## src/dcp_pkg.sv

```systemverilog
package dcp_pkg;

   localparam int          COUNT_WIDTH     = 16;
   localparam int          MODE_WIDTH      = 3;
   localparam int          TIMEBASE_COUNT  = 2;
   localparam int          FLAG_DELAY      = 2;

   localparam logic [MODE_WIDTH-1:0]  MODE_OFF        = 3'h0;
   localparam logic [MODE_WIDTH-1:0]  MODE_CONTINUOUS = 3'h5;
   localparam logic [COUNT_WIDTH-1:0] COUNT_ZERO      = 16'h0000;
   localparam logic [COUNT_WIDTH-1:0] COUNT_ONE       = 16'h0001;
   localparam logic                   SELECT_RESET    = 1'b0;
   localparam logic                   PIN_RESET       = 1'b0;
   localparam logic                   FLAG_RESET      = 1'b0;

   typedef logic [COUNT_WIDTH-1:0] count_t;

   typedef struct packed {
      logic                  timebase_select;
      logic [MODE_WIDTH-1:0] compare_mode_field;
   } compare_control_t;

   localparam compare_control_t CONTROL_RESET = '{SELECT_RESET, MODE_OFF};

   typedef struct packed {
      logic   timebase_run;
      count_t timebase_period;
   } timebase_cfg_t;

   typedef struct packed {
      count_t primary_compare_value;
      count_t secondary_compare_value;
   } compare_values_t;

endpackage : dcp_pkg

```

## src/dual_compare_continuous_pulse.sv

```systemverilog
`timescale 1ns/1ps
`default_nettype none

module dual_compare_continuous_pulse (
   input  wire logic                     clk,
   input  wire logic                     rst_n,
   input  wire dcp_pkg::timebase_cfg_t   timebase_cfg [dcp_pkg::TIMEBASE_COUNT],
   input  wire dcp_pkg::compare_values_t compare_values,
   input  wire logic                     control_write,
   input  wire dcp_pkg::compare_control_t control_wdata,
   input  wire logic                     compare_event_enable,
   input  wire logic                     flag_clear,
   output var  dcp_pkg::compare_control_t compare_control,
   output var  dcp_pkg::count_t          timebase_count [dcp_pkg::TIMEBASE_COUNT],
   output logic                          compare_output_pin,
   output logic                          compare_event_flag,
   output logic                          compare_event_request
);
   import dcp_pkg::*;

   // A match counts only on the cycle after the count moved onto the value,
   // so a stopped timer parked on a value cannot keep matching.
   function automatic logic arrived_at(input count_t count,
                                       input count_t value,
                                       input logic   moved);
      arrived_at = moved && (count == value);
   endfunction : arrived_at

   // Timebases
   count_t next_count [TIMEBASE_COUNT];
   logic   moved      [TIMEBASE_COUNT];
   logic   next_moved [TIMEBASE_COUNT];

   always_comb begin
      for (int i = 0; i < TIMEBASE_COUNT; i++) begin
         next_count[i] = timebase_count[i];
         next_moved[i] = 1'b0;
         if (timebase_cfg[i].timebase_run) begin
            next_moved[i] = 1'b1;
            if (timebase_count[i] == timebase_cfg[i].timebase_period) begin
               next_count[i] = COUNT_ZERO;
            end else begin
               next_count[i] = timebase_count[i] + COUNT_ONE;
            end
         end
      end
   end

   always_ff @(posedge clk or negedge rst_n) begin
      if (!rst_n) begin
         for (int i = 0; i < TIMEBASE_COUNT; i++) begin
            timebase_count[i] <= COUNT_ZERO;
            moved[i]          <= 1'b0;
         end
      end else begin
         for (int i = 0; i < TIMEBASE_COUNT; i++) begin
            timebase_count[i] <= next_count[i];
            moved[i]          <= next_moved[i];
         end
      end
   end

   // Control register and compare source
   compare_control_t next_control;
   logic             restart;
   logic             mode_active;
   count_t           sel_count;
   count_t           sel_period;
   logic             sel_moved;
   logic             match_primary;
   logic             match_secondary;

   always_comb begin
      next_control = control_write ? control_wdata : compare_control;
   end

   always_ff @(posedge clk or negedge rst_n) begin
      if (!rst_n) begin
         compare_control <= CONTROL_RESET;
      end else begin
         compare_control <= next_control;
      end
   end

   always_comb begin
      restart     = control_write && (control_wdata.compare_mode_field == MODE_CONTINUOUS);
      mode_active = compare_control.compare_mode_field == MODE_CONTINUOUS;
      sel_count   = timebase_count[compare_control.timebase_select];
      sel_period  = timebase_cfg[compare_control.timebase_select].timebase_period;
      sel_moved   = moved[compare_control.timebase_select];
      // Secondary above period or primary above period never arrive,
      // which leaves the pin stuck as the special cases describe.
      match_primary   = arrived_at(sel_count,
                                   compare_values.primary_compare_value,
                                   sel_moved);
      match_secondary = arrived_at(sel_count,
                                   compare_values.secondary_compare_value,
                                   sel_moved);
   end

   // Pin and event pipeline
   logic                  next_pin;
   logic                  fall_event;
   logic [FLAG_DELAY-1:0] fall_pipe;
   logic [FLAG_DELAY-1:0] next_fall_pipe;
   logic                  next_flag;

   always_comb begin
      next_pin   = compare_output_pin;
      fall_event = 1'b0;
      if (restart || !mode_active) begin
         next_pin = 1'b0;
      end else if (!compare_output_pin) begin
         // Both matches together (primary equal to secondary, as in the all-zero case): no pulse at all
         if (match_primary && !match_secondary) begin
            next_pin = 1'b1;
         end
      end else if (match_secondary) begin
         next_pin   = 1'b0;
         fall_event = 1'b1;
      end
      next_fall_pipe = {fall_pipe[FLAG_DELAY-2:0], fall_event};
      // Hardware set wins over a clear in the same cycle
      next_flag = fall_pipe[FLAG_DELAY-1] ||
                  (compare_event_flag && !flag_clear);
   end

   always_ff @(posedge clk or negedge rst_n) begin
      if (!rst_n) begin
         compare_output_pin <= PIN_RESET;
         fall_pipe          <= '0;
         compare_event_flag <= FLAG_RESET;
      end else begin
         compare_output_pin <= next_pin;
         fall_pipe          <= next_fall_pipe;
         compare_event_flag <= next_flag;
      end
   end

   assign compare_event_request = compare_event_flag && compare_event_enable;
endmodule : dual_compare_continuous_pulse

`default_nettype wire

```

## config.mk

```make
export PLATFORM = sky130hd
export DESIGN_NAME = dual_compare_continuous_pulse
export DESIGN_NICKNAME = d
export VERILOG_FILES = /design/src/dcp_pkg.sv /design/src/dual_compare_continuous_pulse.sv
export SDC_FILE = /design/constraint.sdc
export NUM_CORES = 1
export LEC_CHECK = 0
export ABC_AREA = 1
export BUFFER_PORTS_ARGS = -buffer_cell sky130_fd_sc_hd__buf_2
export CORE_MARGIN = 5
export CORE_UTILIZATION = 40
export DETAILED_ROUTE_END_ITERATION = 8
export HOLD_SLACK_MARGIN = 0.08
export PLACE_DENSITY = 0.65
export SKIP_CTS_REPAIR_TIMING = 1
export SYNTH_ARGS = -nofsm -noshare
export SYNTH_HDL_FRONTEND = slang
export SYNTH_SLANG_ARGS = --single-unit
export TNS_END_PERCENT = 100
```

## constraint.sdc

```tcl
create_clock -name clk -period 1.7 [get_ports clk]
set_input_delay 0.085 -clock clk [delete_from_list [all_inputs] [get_ports clk]]
set_output_delay 0.085 -clock clk [all_outputs]
set_load 0.01 [all_outputs]
```

Word-level counts from Yosys, hierarchy flattened --
Cells that the tools add are included.
Operators by class: equality and inequality tests 6, order comparisons 1, muxes and demuxes 17, $add $sub $neg 2, reduce and logical (&&, ||, !) cells 11, bitwise logic cells 1
Operator list (number):
- 16-bit two-way mux | 5
- 16-bit equality test | 4
- 16-bit by 1-bit adder with 16-bit output, second input constant | 2
- 1-bit two-way mux | 12
- 3-bit equality test, second input constant | 2
- 1-bit logical AND | 6
- 1-bit logical NOT | 3
- 2-bit greater-or-equal comparator, second input constant | 1
- 1-bit logical OR | 2
- 1-bit NOT with 2-bit output | 1
Storage, ports and cells: register bits after elaboration 42, input port bits 75

Depth between registers and ports, before layout --
Gate-level depths: netlist of run 1.
depth in word-level cells 11, mapped depth 12, depth with buffers taken out 11

Worst setup path before layout of run 1 --
Ideal clock, no wire load.
path type register -> register, start point reg timebase_count[0] in the netlist's numbering, end point reg timebase_count[8] in the netlist's numbering, stages on the path, launching flop included 11, required time 1.587 ns, slack 0.208 ns, arrival time 1.379 ns, path buffers 0, library setup time 0.113 ns, path through dfrtp_1 ha_1 nand2_1 nor2_1 inv_1 nor2_2 nand2_1 xor2_1 inv_1 nand2_1 inv_1
On the way: cells in the longest elaborated chain, start to end 2, elaborated cells between the ends (all ways) 3, those cells by class add/sub (1); eq/ne (1); mux (1)
Ends and longest elaborated chain:
- from (decl) | RTL line dual_compare_continuous_pulse.sv:14 | output var dcp_pkg::count_t timebase_count [dcp_pkg::TIMEBASE_COUNT],
- from (signal, indexed assignment) | RTL line dual_compare_continuous_pulse.sv:57 | timebase_count[i] <= next_count[i];
- 16-bit by 1-bit adder with 16-bit output / 16-bit equality test (equally long branches) | RTL line dual_compare_continuous_pulse.sv:43, dual_compare_continuous_pulse.sv:40
- 16-bit two-way mux * | RTL line dual_compare_continuous_pulse.sv:40 | if (timebase_count[i] == timebase_cfg[i].timebase_period) begin
Mark *: on every way between the ends. The rest lies on a longest branch, timed or not. A chain may end at the register's enable or synchronous reset.

==> metrics.log, run 1 <==
[metrics] run status: complete, no violations
[metrics] worst-case setup margin in the final layout: 0.124 ns
[metrics] worst reg-to-reg setup slack: 0.13 ns
[metrics] Max H-tree Level: 2
[metrics] Power, Total: 4.65 mW
[metrics] synthesized area: 0.00352 sq mm
[metrics] delay of the slowest cell on the worst path: 0.53 ns
[metrics] Crit path buffers/inverters: 4
[metrics] worst setup path class: in2reg
[metrics] most common cell in the synthesized netlist: sky130_fd_sc_hd__nand2_1
[metrics] top cell types by occurrence after synthesis: sky130_fd_sc_hd__nand2_1 (167), sky130_fd_sc_hd__inv_1 (91), sky130_fd_sc_hd__nor2_1 (59), sky130_fd_sc_hd__nand3_1 (54), sky130_fd_sc_hd__dfrtp_1 (42)
[metrics] chip height: 104 um
[metrics] via count: 3,944
[metrics] Initial Utilization: 40.7%
[metrics] largest net degree at the start of global routing: 29
[metrics] number of synthesized register bits: 42
[metrics] final-stage net count: 777
[metrics] CTS tree: yes
[metrics] DRT Pass-1 Iters: 6
[metrics] vias in the first global route: 3,688
[metrics] total wire length: 11,200 um
[metrics] cell-by-cell listing of the critical path: dlygate4sd3_1, buf_2, inv_1, nor2_2, nand2_1, nor2_1, inv_1, nor3_1, nor3_1
[metrics] area share of the largest cell type after synthesis: 29.9%
[metrics] latest clock arrival within the worst-skew pair: 0.30 ns
[metrics] port buffer count: 113
[metrics] fraction of the cycle the final worst path needs: 92.7%
[metrics] number of failing hold endpoints at the final stage: 0
[metrics] endpoint of the worst register-to-register path: timebase_count[14]
[metrics] GR Overflow Total: 0
[metrics] Worst path top cell family by delay: buffers and inverters
[metrics] worst vdd ir: 0.513 mV
[metrics] fraction of the mapped netlist area in simple logic gates: 40.3%
[metrics] initial antenna violation count: 0
[metrics] final estimated routing congestion in global placement: 0.903
[metrics] Worst-path clk slew: 0.08 ns
[metrics] unrepaired setup endpoints after global routing: false
[metrics] area of the core: 0.00864 sq mm
[metrics] data required time at the worst endpoint: 1.89 ns
[metrics] number of placement rows: 34
[metrics] cell at the slowest stage of the critical path: sky130_fd_sc_hd__dlygate4sd3_1
[metrics] leading post-synthesis cells by cell area: sky130_fd_sc_hd__dfrtp_1 (30%), sky130_fd_sc_hd__nand2_1 (18%), sky130_fd_sc_hd__inv_1 (9.7%)
[metrics] Worst Path Arrival: 1.76 ns
[metrics] Root Buffer Master: sky130_fd_sc_hd__clkbuf_8
[metrics] net count after synthesis: 634
[metrics] Iter 0 DRT Violations: 242
[metrics] first-pass GRT wire length: 18,000 um
[metrics] dominant combinational cell family by area after synthesis: simple AND/OR/NAND/NOR gates
[metrics] number of antenna diodes: 0
[metrics] nature of the critical path endpoint: flip-flop
[metrics] area overhead of the layout relative to synthesis: 30.6%
[metrics] Clock Skew: 0.00824 ns
[metrics] via-per-instance ratio: 4.88
[metrics] Synth area leader: sky130_fd_sc_hd__dfrtp_1
[metrics] share of final-layout standard cells stronger than drive strength 1: 26.0%
[metrics] worst hold path depth: 2
[metrics] CTS Buffer Depth: 2
[metrics] overall global routing resource usage: 20.0%
[metrics] highest fanout seen on the critical path: 10
[metrics] end point of the worst hold path: compare_control[0]
[metrics] total number of yosys warnings: 0
[metrics] shortest period the worst path allows: 1.58 ns
[metrics] floorplan die area: 0.0108 sq mm
[metrics] sequential area share after synthesis: 29.9%
[metrics] fin. max-slew vios: 0
[metrics] die width: 104 um
[metrics] non-filler instance count after layout: 809
[metrics] launch point of the worst hold path: control_write
[metrics] peak clock frequency supported by timing: 634 MHz
[metrics] normalized max-slew margin: 64.9%
[metrics] adder and majority cell fraction of the synthesized area: 0.711%
[metrics] Syn Area/Cell: 6.32 sq um
[metrics] gate count after technology mapping: 557
[metrics] clock net sink count: 42
[metrics] Async S/R FF share, synth: 100%
[metrics] number of buffers created by CTS: 5
[metrics] Placement Setup Slack: 0.0486 ns
[metrics] antenna viol nets, final: 0
[metrics] # Max-Cap Violations: 0
[metrics] reg-to-reg critical path startpoint: timebase_count[0]
[metrics] final HPWL from detailed placement: 9330 um
[metrics] Worst Reg-to-Reg Cells: 8
[metrics] fillers: 884
[metrics] Placed Instances: 791
[metrics] Sum Neg Setup Slack: 0 ns
[metrics] most used flip-flop cell after synthesis: sky130_fd_sc_hd__dfrtp_1
[metrics] final routed DRC violation total: 0
[metrics] total power per unit cell area: 1010 mW/mm^2
[metrics] post-synthesis compound-gate area fraction: 6.69%
[metrics] detail-routed net length per standard cell: 13.8 um
[metrics] critical path startpoint category: input port
[metrics] number of enable flip-flop cells after synthesis: 0
[metrics] Hold WC Path Type: in2reg
[metrics] number of unique standard cell types used by synthesis: 36
[metrics] num ports: 114
[metrics] leakage component of the power: 2.58 nW
[metrics] Critical Path Stages: 9
[metrics] final number of setup-violating endpoints: 0
[metrics] mux share of post-synthesis cell area: 0.320%
[metrics] share of the synthesized netlist area taken by xor and xnor gates: 9.21%
[metrics] Worst Tran Pin Value: 0.527 ns
-- sequential cells by signal (all words and copies together), names as in the netlist --
name / flops
compare_control: 4
compare_event_flag: 1
compare_output_pin: 1
fall_pipe: 2
moved: 2
timebase_count: 32
-- cells in the final DEF, fill, tap and decap left out, drive strengths merged --
| cell | n |
|---|---|
| buf | 140 |
| clkinv | 2 |
| bufinv | 1 |
| nor2 | 64 |
| ha | 2 |
| or2 | 5 |
| dfrtp | 42 |
| nand3 | 55 |
| and3 | 1 |
| o211ai | 3 |
| nor4 | 1 |
| nor3b | 1 |
| inv | 94 |
| a21oi | 7 |
| nand3b | 6 |
| nand4 | 15 |
| dlygate4sd3 | 8 |
| o21ai | 30 |
| a31o | 1 |
| nand2 | 170 |
| xnor2 | 29 |
| mux2 | 1 |
| o21bai | 2 |
| nor3 | 8 |
| clkbuf | 5 |
| xor2 | 8 |
-- cell type report --
| type | count | area [sq um] | share of cell area, % |
|---|---|---|---|
| clock inverter | 3 | 43.8 | 0.953 |
| multi-input combinational | 409 | 2060 | 44.8 |
| tap | 108 | 135 | 2.94 |
| sequential | 42 | 1060 | 23.0 |
| timing repair buffer | 148 | 873 | 19.0 |
| inverter | 94 | 358 | 7.79 |
| clock buffer | 5 | 68.8 | 1.50 |
-- where the power goes --
| group | total, mW | switching, mW | internal, mW |
|---|---|---|---|
| clock network | 0.807 | 0.367 | 0.440 |
| registers | 1.50 | 0.289 | 1.22 |
| logic | 2.34 | 1.36 | 0.979 |
| total | 4.65 | 2.02 | 2.63 |
-- cells by family (layout without fill, tap and decap cells) --
kind of cell | count (synthesis) | after routing
AND/OR/NAND/NOR | 326 | 326
XOR/XNOR | 37 | 37
flip-flops | 42 | 42
AO/OA/AOI/OAI | 43 | 43
multiplexers | 1 | 1
buffers and inverters | 106 | 250
adder cells (fa/ha/maj) | 2 | 2
-- metal layers --
| layer | track usage, % | vias up | wire, um |
|---|---|---|---|
| met2 | 32.7 | 137 | 5280 |
| li1 | - | 2024 | - |
| met5 | 0 | - | 0 |
| met4 | 5.09 | 0 | 216 |
| met1 | 26.9 | 1767 | 4890 |
| met3 | 4.23 | 16 | 766 |
-- how the worst max path moves through the flow --
stage / start / endpoint / slack [ns]
floorplan: timebase_count[0] / timebase_count[8] / 0.21
global placement: timebase_count[16] / timebase_count[30] / 0.08
detailed placement: timebase_count[16] / timebase_count[28] / 0.05
CTS: timebase_count[16] / timebase_count[28] / 0.02
global route: compare_control[3] / compare_output_pin / 0.001
finish: timebase_cfg[33] / timebase_count[27] / 0.12
-- stage by stage --
step                      utilization, %  hold slack (ns)  instance area (sq um)
after floorplan                        -           -0.211                   3520
after global placement              50.2           0.0896                   4330
after detailed placement            50.2           0.0907                   4330
after CTS                           51.5           -0.243                   4440
after global routing                53.2           0.0862                   4590
final                               53.2           0.0746                   4590
No activity file was read; power rests on OpenSTA's default activity.
==> run 2, diff against run 1 <==
--- a/config.mk
+++ b/config.mk
@@ -8,10 +8,10 @@
 export ABC_AREA = 1
 export BUFFER_PORTS_ARGS = -buffer_cell sky130_fd_sc_hd__buf_2
 export CORE_MARGIN = 5
-export CORE_UTILIZATION = 40
+export CORE_UTILIZATION = 52
 export DETAILED_ROUTE_END_ITERATION = 8
 export HOLD_SLACK_MARGIN = 0.08
-export PLACE_DENSITY = 0.65
+export PLACE_DENSITY = 0.82
 export SKIP_CTS_REPAIR_TIMING = 1
 export SYNTH_ARGS = -nofsm -noshare
 export SYNTH_HDL_FRONTEND = slang
==> metrics.log, run 2 (synthesis results as in run 1) <==
[metrics] run status: complete, no violations
[metrics] latest clock arrival within the worst-skew pair: 0.31 ns
[metrics] CTS Buffer Depth: 2
[metrics] Initial Utilization: 52.7%
[metrics] worst vdd ir: 0.716 mV
[metrics] fraction of the cycle the final worst path needs: 93.7%
[metrics] final routed DRC violation total: 0
[metrics] die width: 92.3 um
[metrics] area of the multi-input gates: 0.00205 sq mm
[metrics] Placed Instances: 762
[metrics] total power per unit cell area: 1030 mW/mm^2
[metrics] GR met2 Demand/Resource: 42.1%
[metrics] number of placement rows: 30
[metrics] chip height: 92.3 um
[metrics] fin. max-slew vios: 0
[metrics] area overhead of the layout relative to synthesis: 28.3%
[metrics] share of total power in sequential cells: 32.1%
[metrics] clock net sink count: 42
[metrics] overall global routing resource usage: 25.8%
[metrics] cell-by-cell listing of the critical path: ha_1, nand2_1, nor3_1, nand3_1, o21ai_0, nor2_1
[metrics] via-per-instance ratio: 5.24
[metrics] Worst Tran Pin Value: 0.482 ns
[metrics] Post-DP Area: 0.00428 sq mm
[metrics] worst setup path class: reg2reg
[metrics] total wire length: 11,000 um
[metrics] number of buffers created by CTS: 5
[metrics] port buffer count: 113
[metrics] top library cells by usage in the layout, fill and taps aside: sky130_fd_sc_hd__nand2_1 (164), sky130_fd_sc_hd__buf_2 (113), sky130_fd_sc_hd__inv_1 (91), sky130_fd_sc_hd__nor2_1 (57), sky130_fd_sc_hd__nand3_1 (53)
[metrics] first-pass GRT wire length: 17,800 um
[metrics] number of antenna diodes: 0
[metrics] largest net degree at the start of global routing: 30
[metrics] Largest regs: timebase_count (32), compare_control (4)
[metrics] non-filler instance count after layout: 779
[metrics] peak clock frequency supported by timing: 628 MHz
[metrics] area of the core: 0.00668 sq mm
[metrics] Clock Skew: 0.0123 ns
[metrics] Internal Dissipation: 2.62 mW
[metrics] Worst Path Arrival: 1.78 ns
[metrics] met1 track demand over resource: 34.0%
[metrics] register with the most flip-flops: timebase_count
[metrics] final HPWL from detailed placement: 8900 um
[metrics] highest fanout seen on the critical path: 5
[metrics] hold slack final: 0.0625 ns
[metrics] Sum Neg Setup Slack: 0 ns
[metrics] DRT Pass-1 Iters: 6
[metrics] fillers: 608
[metrics] final standard cell utilization of the core: 67.5%
[metrics] worst reg-to-reg setup slack: 0.11 ns
[metrics] fraction of power consumed by the clock network: 17.5%
[metrics] Largest register FFs: 32
[metrics] delay of the slowest cell on the worst path: 0.42 ns
[metrics] number of failing hold endpoints at the final stage: 0
[metrics] Iter 0 DRT Violations: 261
[metrics] reg-to-reg critical path startpoint: timebase_count[0]
[metrics] via count: 4,083
[metrics] nature of the critical path endpoint: flip-flop
[metrics] GR Overflow Total: 0
[metrics] sequential cell area: 0.00106 sq mm
[metrics] unrepaired setup endpoints after global routing: false
[metrics] data required time at the worst endpoint: 1.89 ns
[metrics] Worst Reg-to-Reg Cells: 6
[metrics] Root Buffer Master: sky130_fd_sc_hd__clkbuf_8
[metrics] launch point of the worst hold path: control_wdata[0]
[metrics] global routing met3 resource utilization: 5.33%
[metrics] normalized max-slew margin: 67.9%
[metrics] Worst-path clk slew: 0.09 ns
[metrics] routing layer with the top usage in global route: met2
[metrics] final estimated routing congestion in global placement: 0.904
[metrics] detail-routed net length per standard cell: 14.2 um
[metrics] end point of the worst hold path: compare_control[0]
[metrics] critical path startpoint category: flip-flop
[metrics] Max H-tree Level: 2
[metrics] CTS tree: yes
[metrics] Gate power share: 50.4%
[metrics] leakage component of the power: 2.55 nW
[metrics] antenna viol nets, final: 0
[metrics] floorplan die area: 0.00851 sq mm
[metrics] cell at the slowest stage of the critical path: sky130_fd_sc_hd__dfrtp_2
[metrics] finished layout cell area: 0.00451 sq mm
[metrics] shortest period the worst path allows: 1.59 ns
[metrics] endpoint of the worst register-to-register path: timebase_count[14]
[metrics] Hold WC Path Type: in2reg
[metrics] most common cell after layout, fill and taps aside: sky130_fd_sc_hd__nand2_1
[metrics] # Max-Cap Violations: 0
[metrics] Sw Pwr: 2.03 mW
[metrics] worst hold path depth: 3
[metrics] switching power share of the total: 43.6%
[metrics] final number of setup-violating endpoints: 0
[metrics] final-stage net count: 775
[metrics] initial antenna violation count: 0
[metrics] num ports: 114
[metrics] share of final-layout standard cells stronger than drive strength 1: 25.2%
[metrics] vias in the first global route: 3,858
-- run 2: cell types whose count changed in the layout (fill, tap and decap cells not counted), sizes merged --
cell,previous run,this run
clkbuf,5,6
clkinvlp,0,1
dlygate4sd3,8,7
clkinv,2,0
buf,140,139
-- run 2: final cells by class --
type	instances	share of cell area, %
Multi-Input combinational cell	409	45.4
Tap cell	80	2.22
Timing Repair Buffer	146	18.7
Sequential cell	42	23.4
Inverter	94	7.87
Clock inverter	2	0.832
Clock buffer	6	1.61
-- run 2: through the flow --
step	worst slack [ns]	total power [mW]
CTS	0.0675	4.56
global route	0.00342	5.01
global placement	0.113	3.70
finish	0.108	4.65
detailed placement	0.0923	3.75
floorplan	0.208	2.91
-- run 2: worst max-delay path by stage --
stage | start | to | slack [ns] | cells after the start
finish | timebase_count[0] | timebase_count[14] | 0.11 | 6
CTS | timebase_count[16] | timebase_count[30] | 0.07 | 9
global route | timebase_count[17] | timebase_count[30] | 0.003 | 9
detailed placement | timebase_count[19] | timebase_count[18] | 0.09 | 8
floorplan | timebase_count[0] | timebase_count[8] | 0.21 | 10
global placement | compare_control[3] | compare_output_pin | 0.11 | 9
-- run 2: metal layers --
metal  wire (um)  vias to the layer above
li1            -                     2012
met1        4720                     1885
met2        5320                      159
met3         735                       27
met4         252                        0
met5           0                        -
-- run 2: critical path, delay by kind of cell, from the launching register on --
kind | cells | cell delay [ns]
adders and majority gates | 1 | 0.18
and+or+nand+nor | 4 | 0.65
DFF | 1 | 0.42
AOI/OAI and AO/OA | 1 | 0.23
-- run 2: power by group through the flow --
stage | registers (mW) | clock network, mW | logic, mW
after global routing | 1.53 | 0.869 | 2.62
after global placement | 1.49 | 0 | 2.21
after floorplan | 1.59 | 0 | 1.32
final | 1.49 | 0.811 | 2.34
after detailed placement | 1.50 | 0 | 2.25
after CTS | 1.48 | 0.819 | 2.27
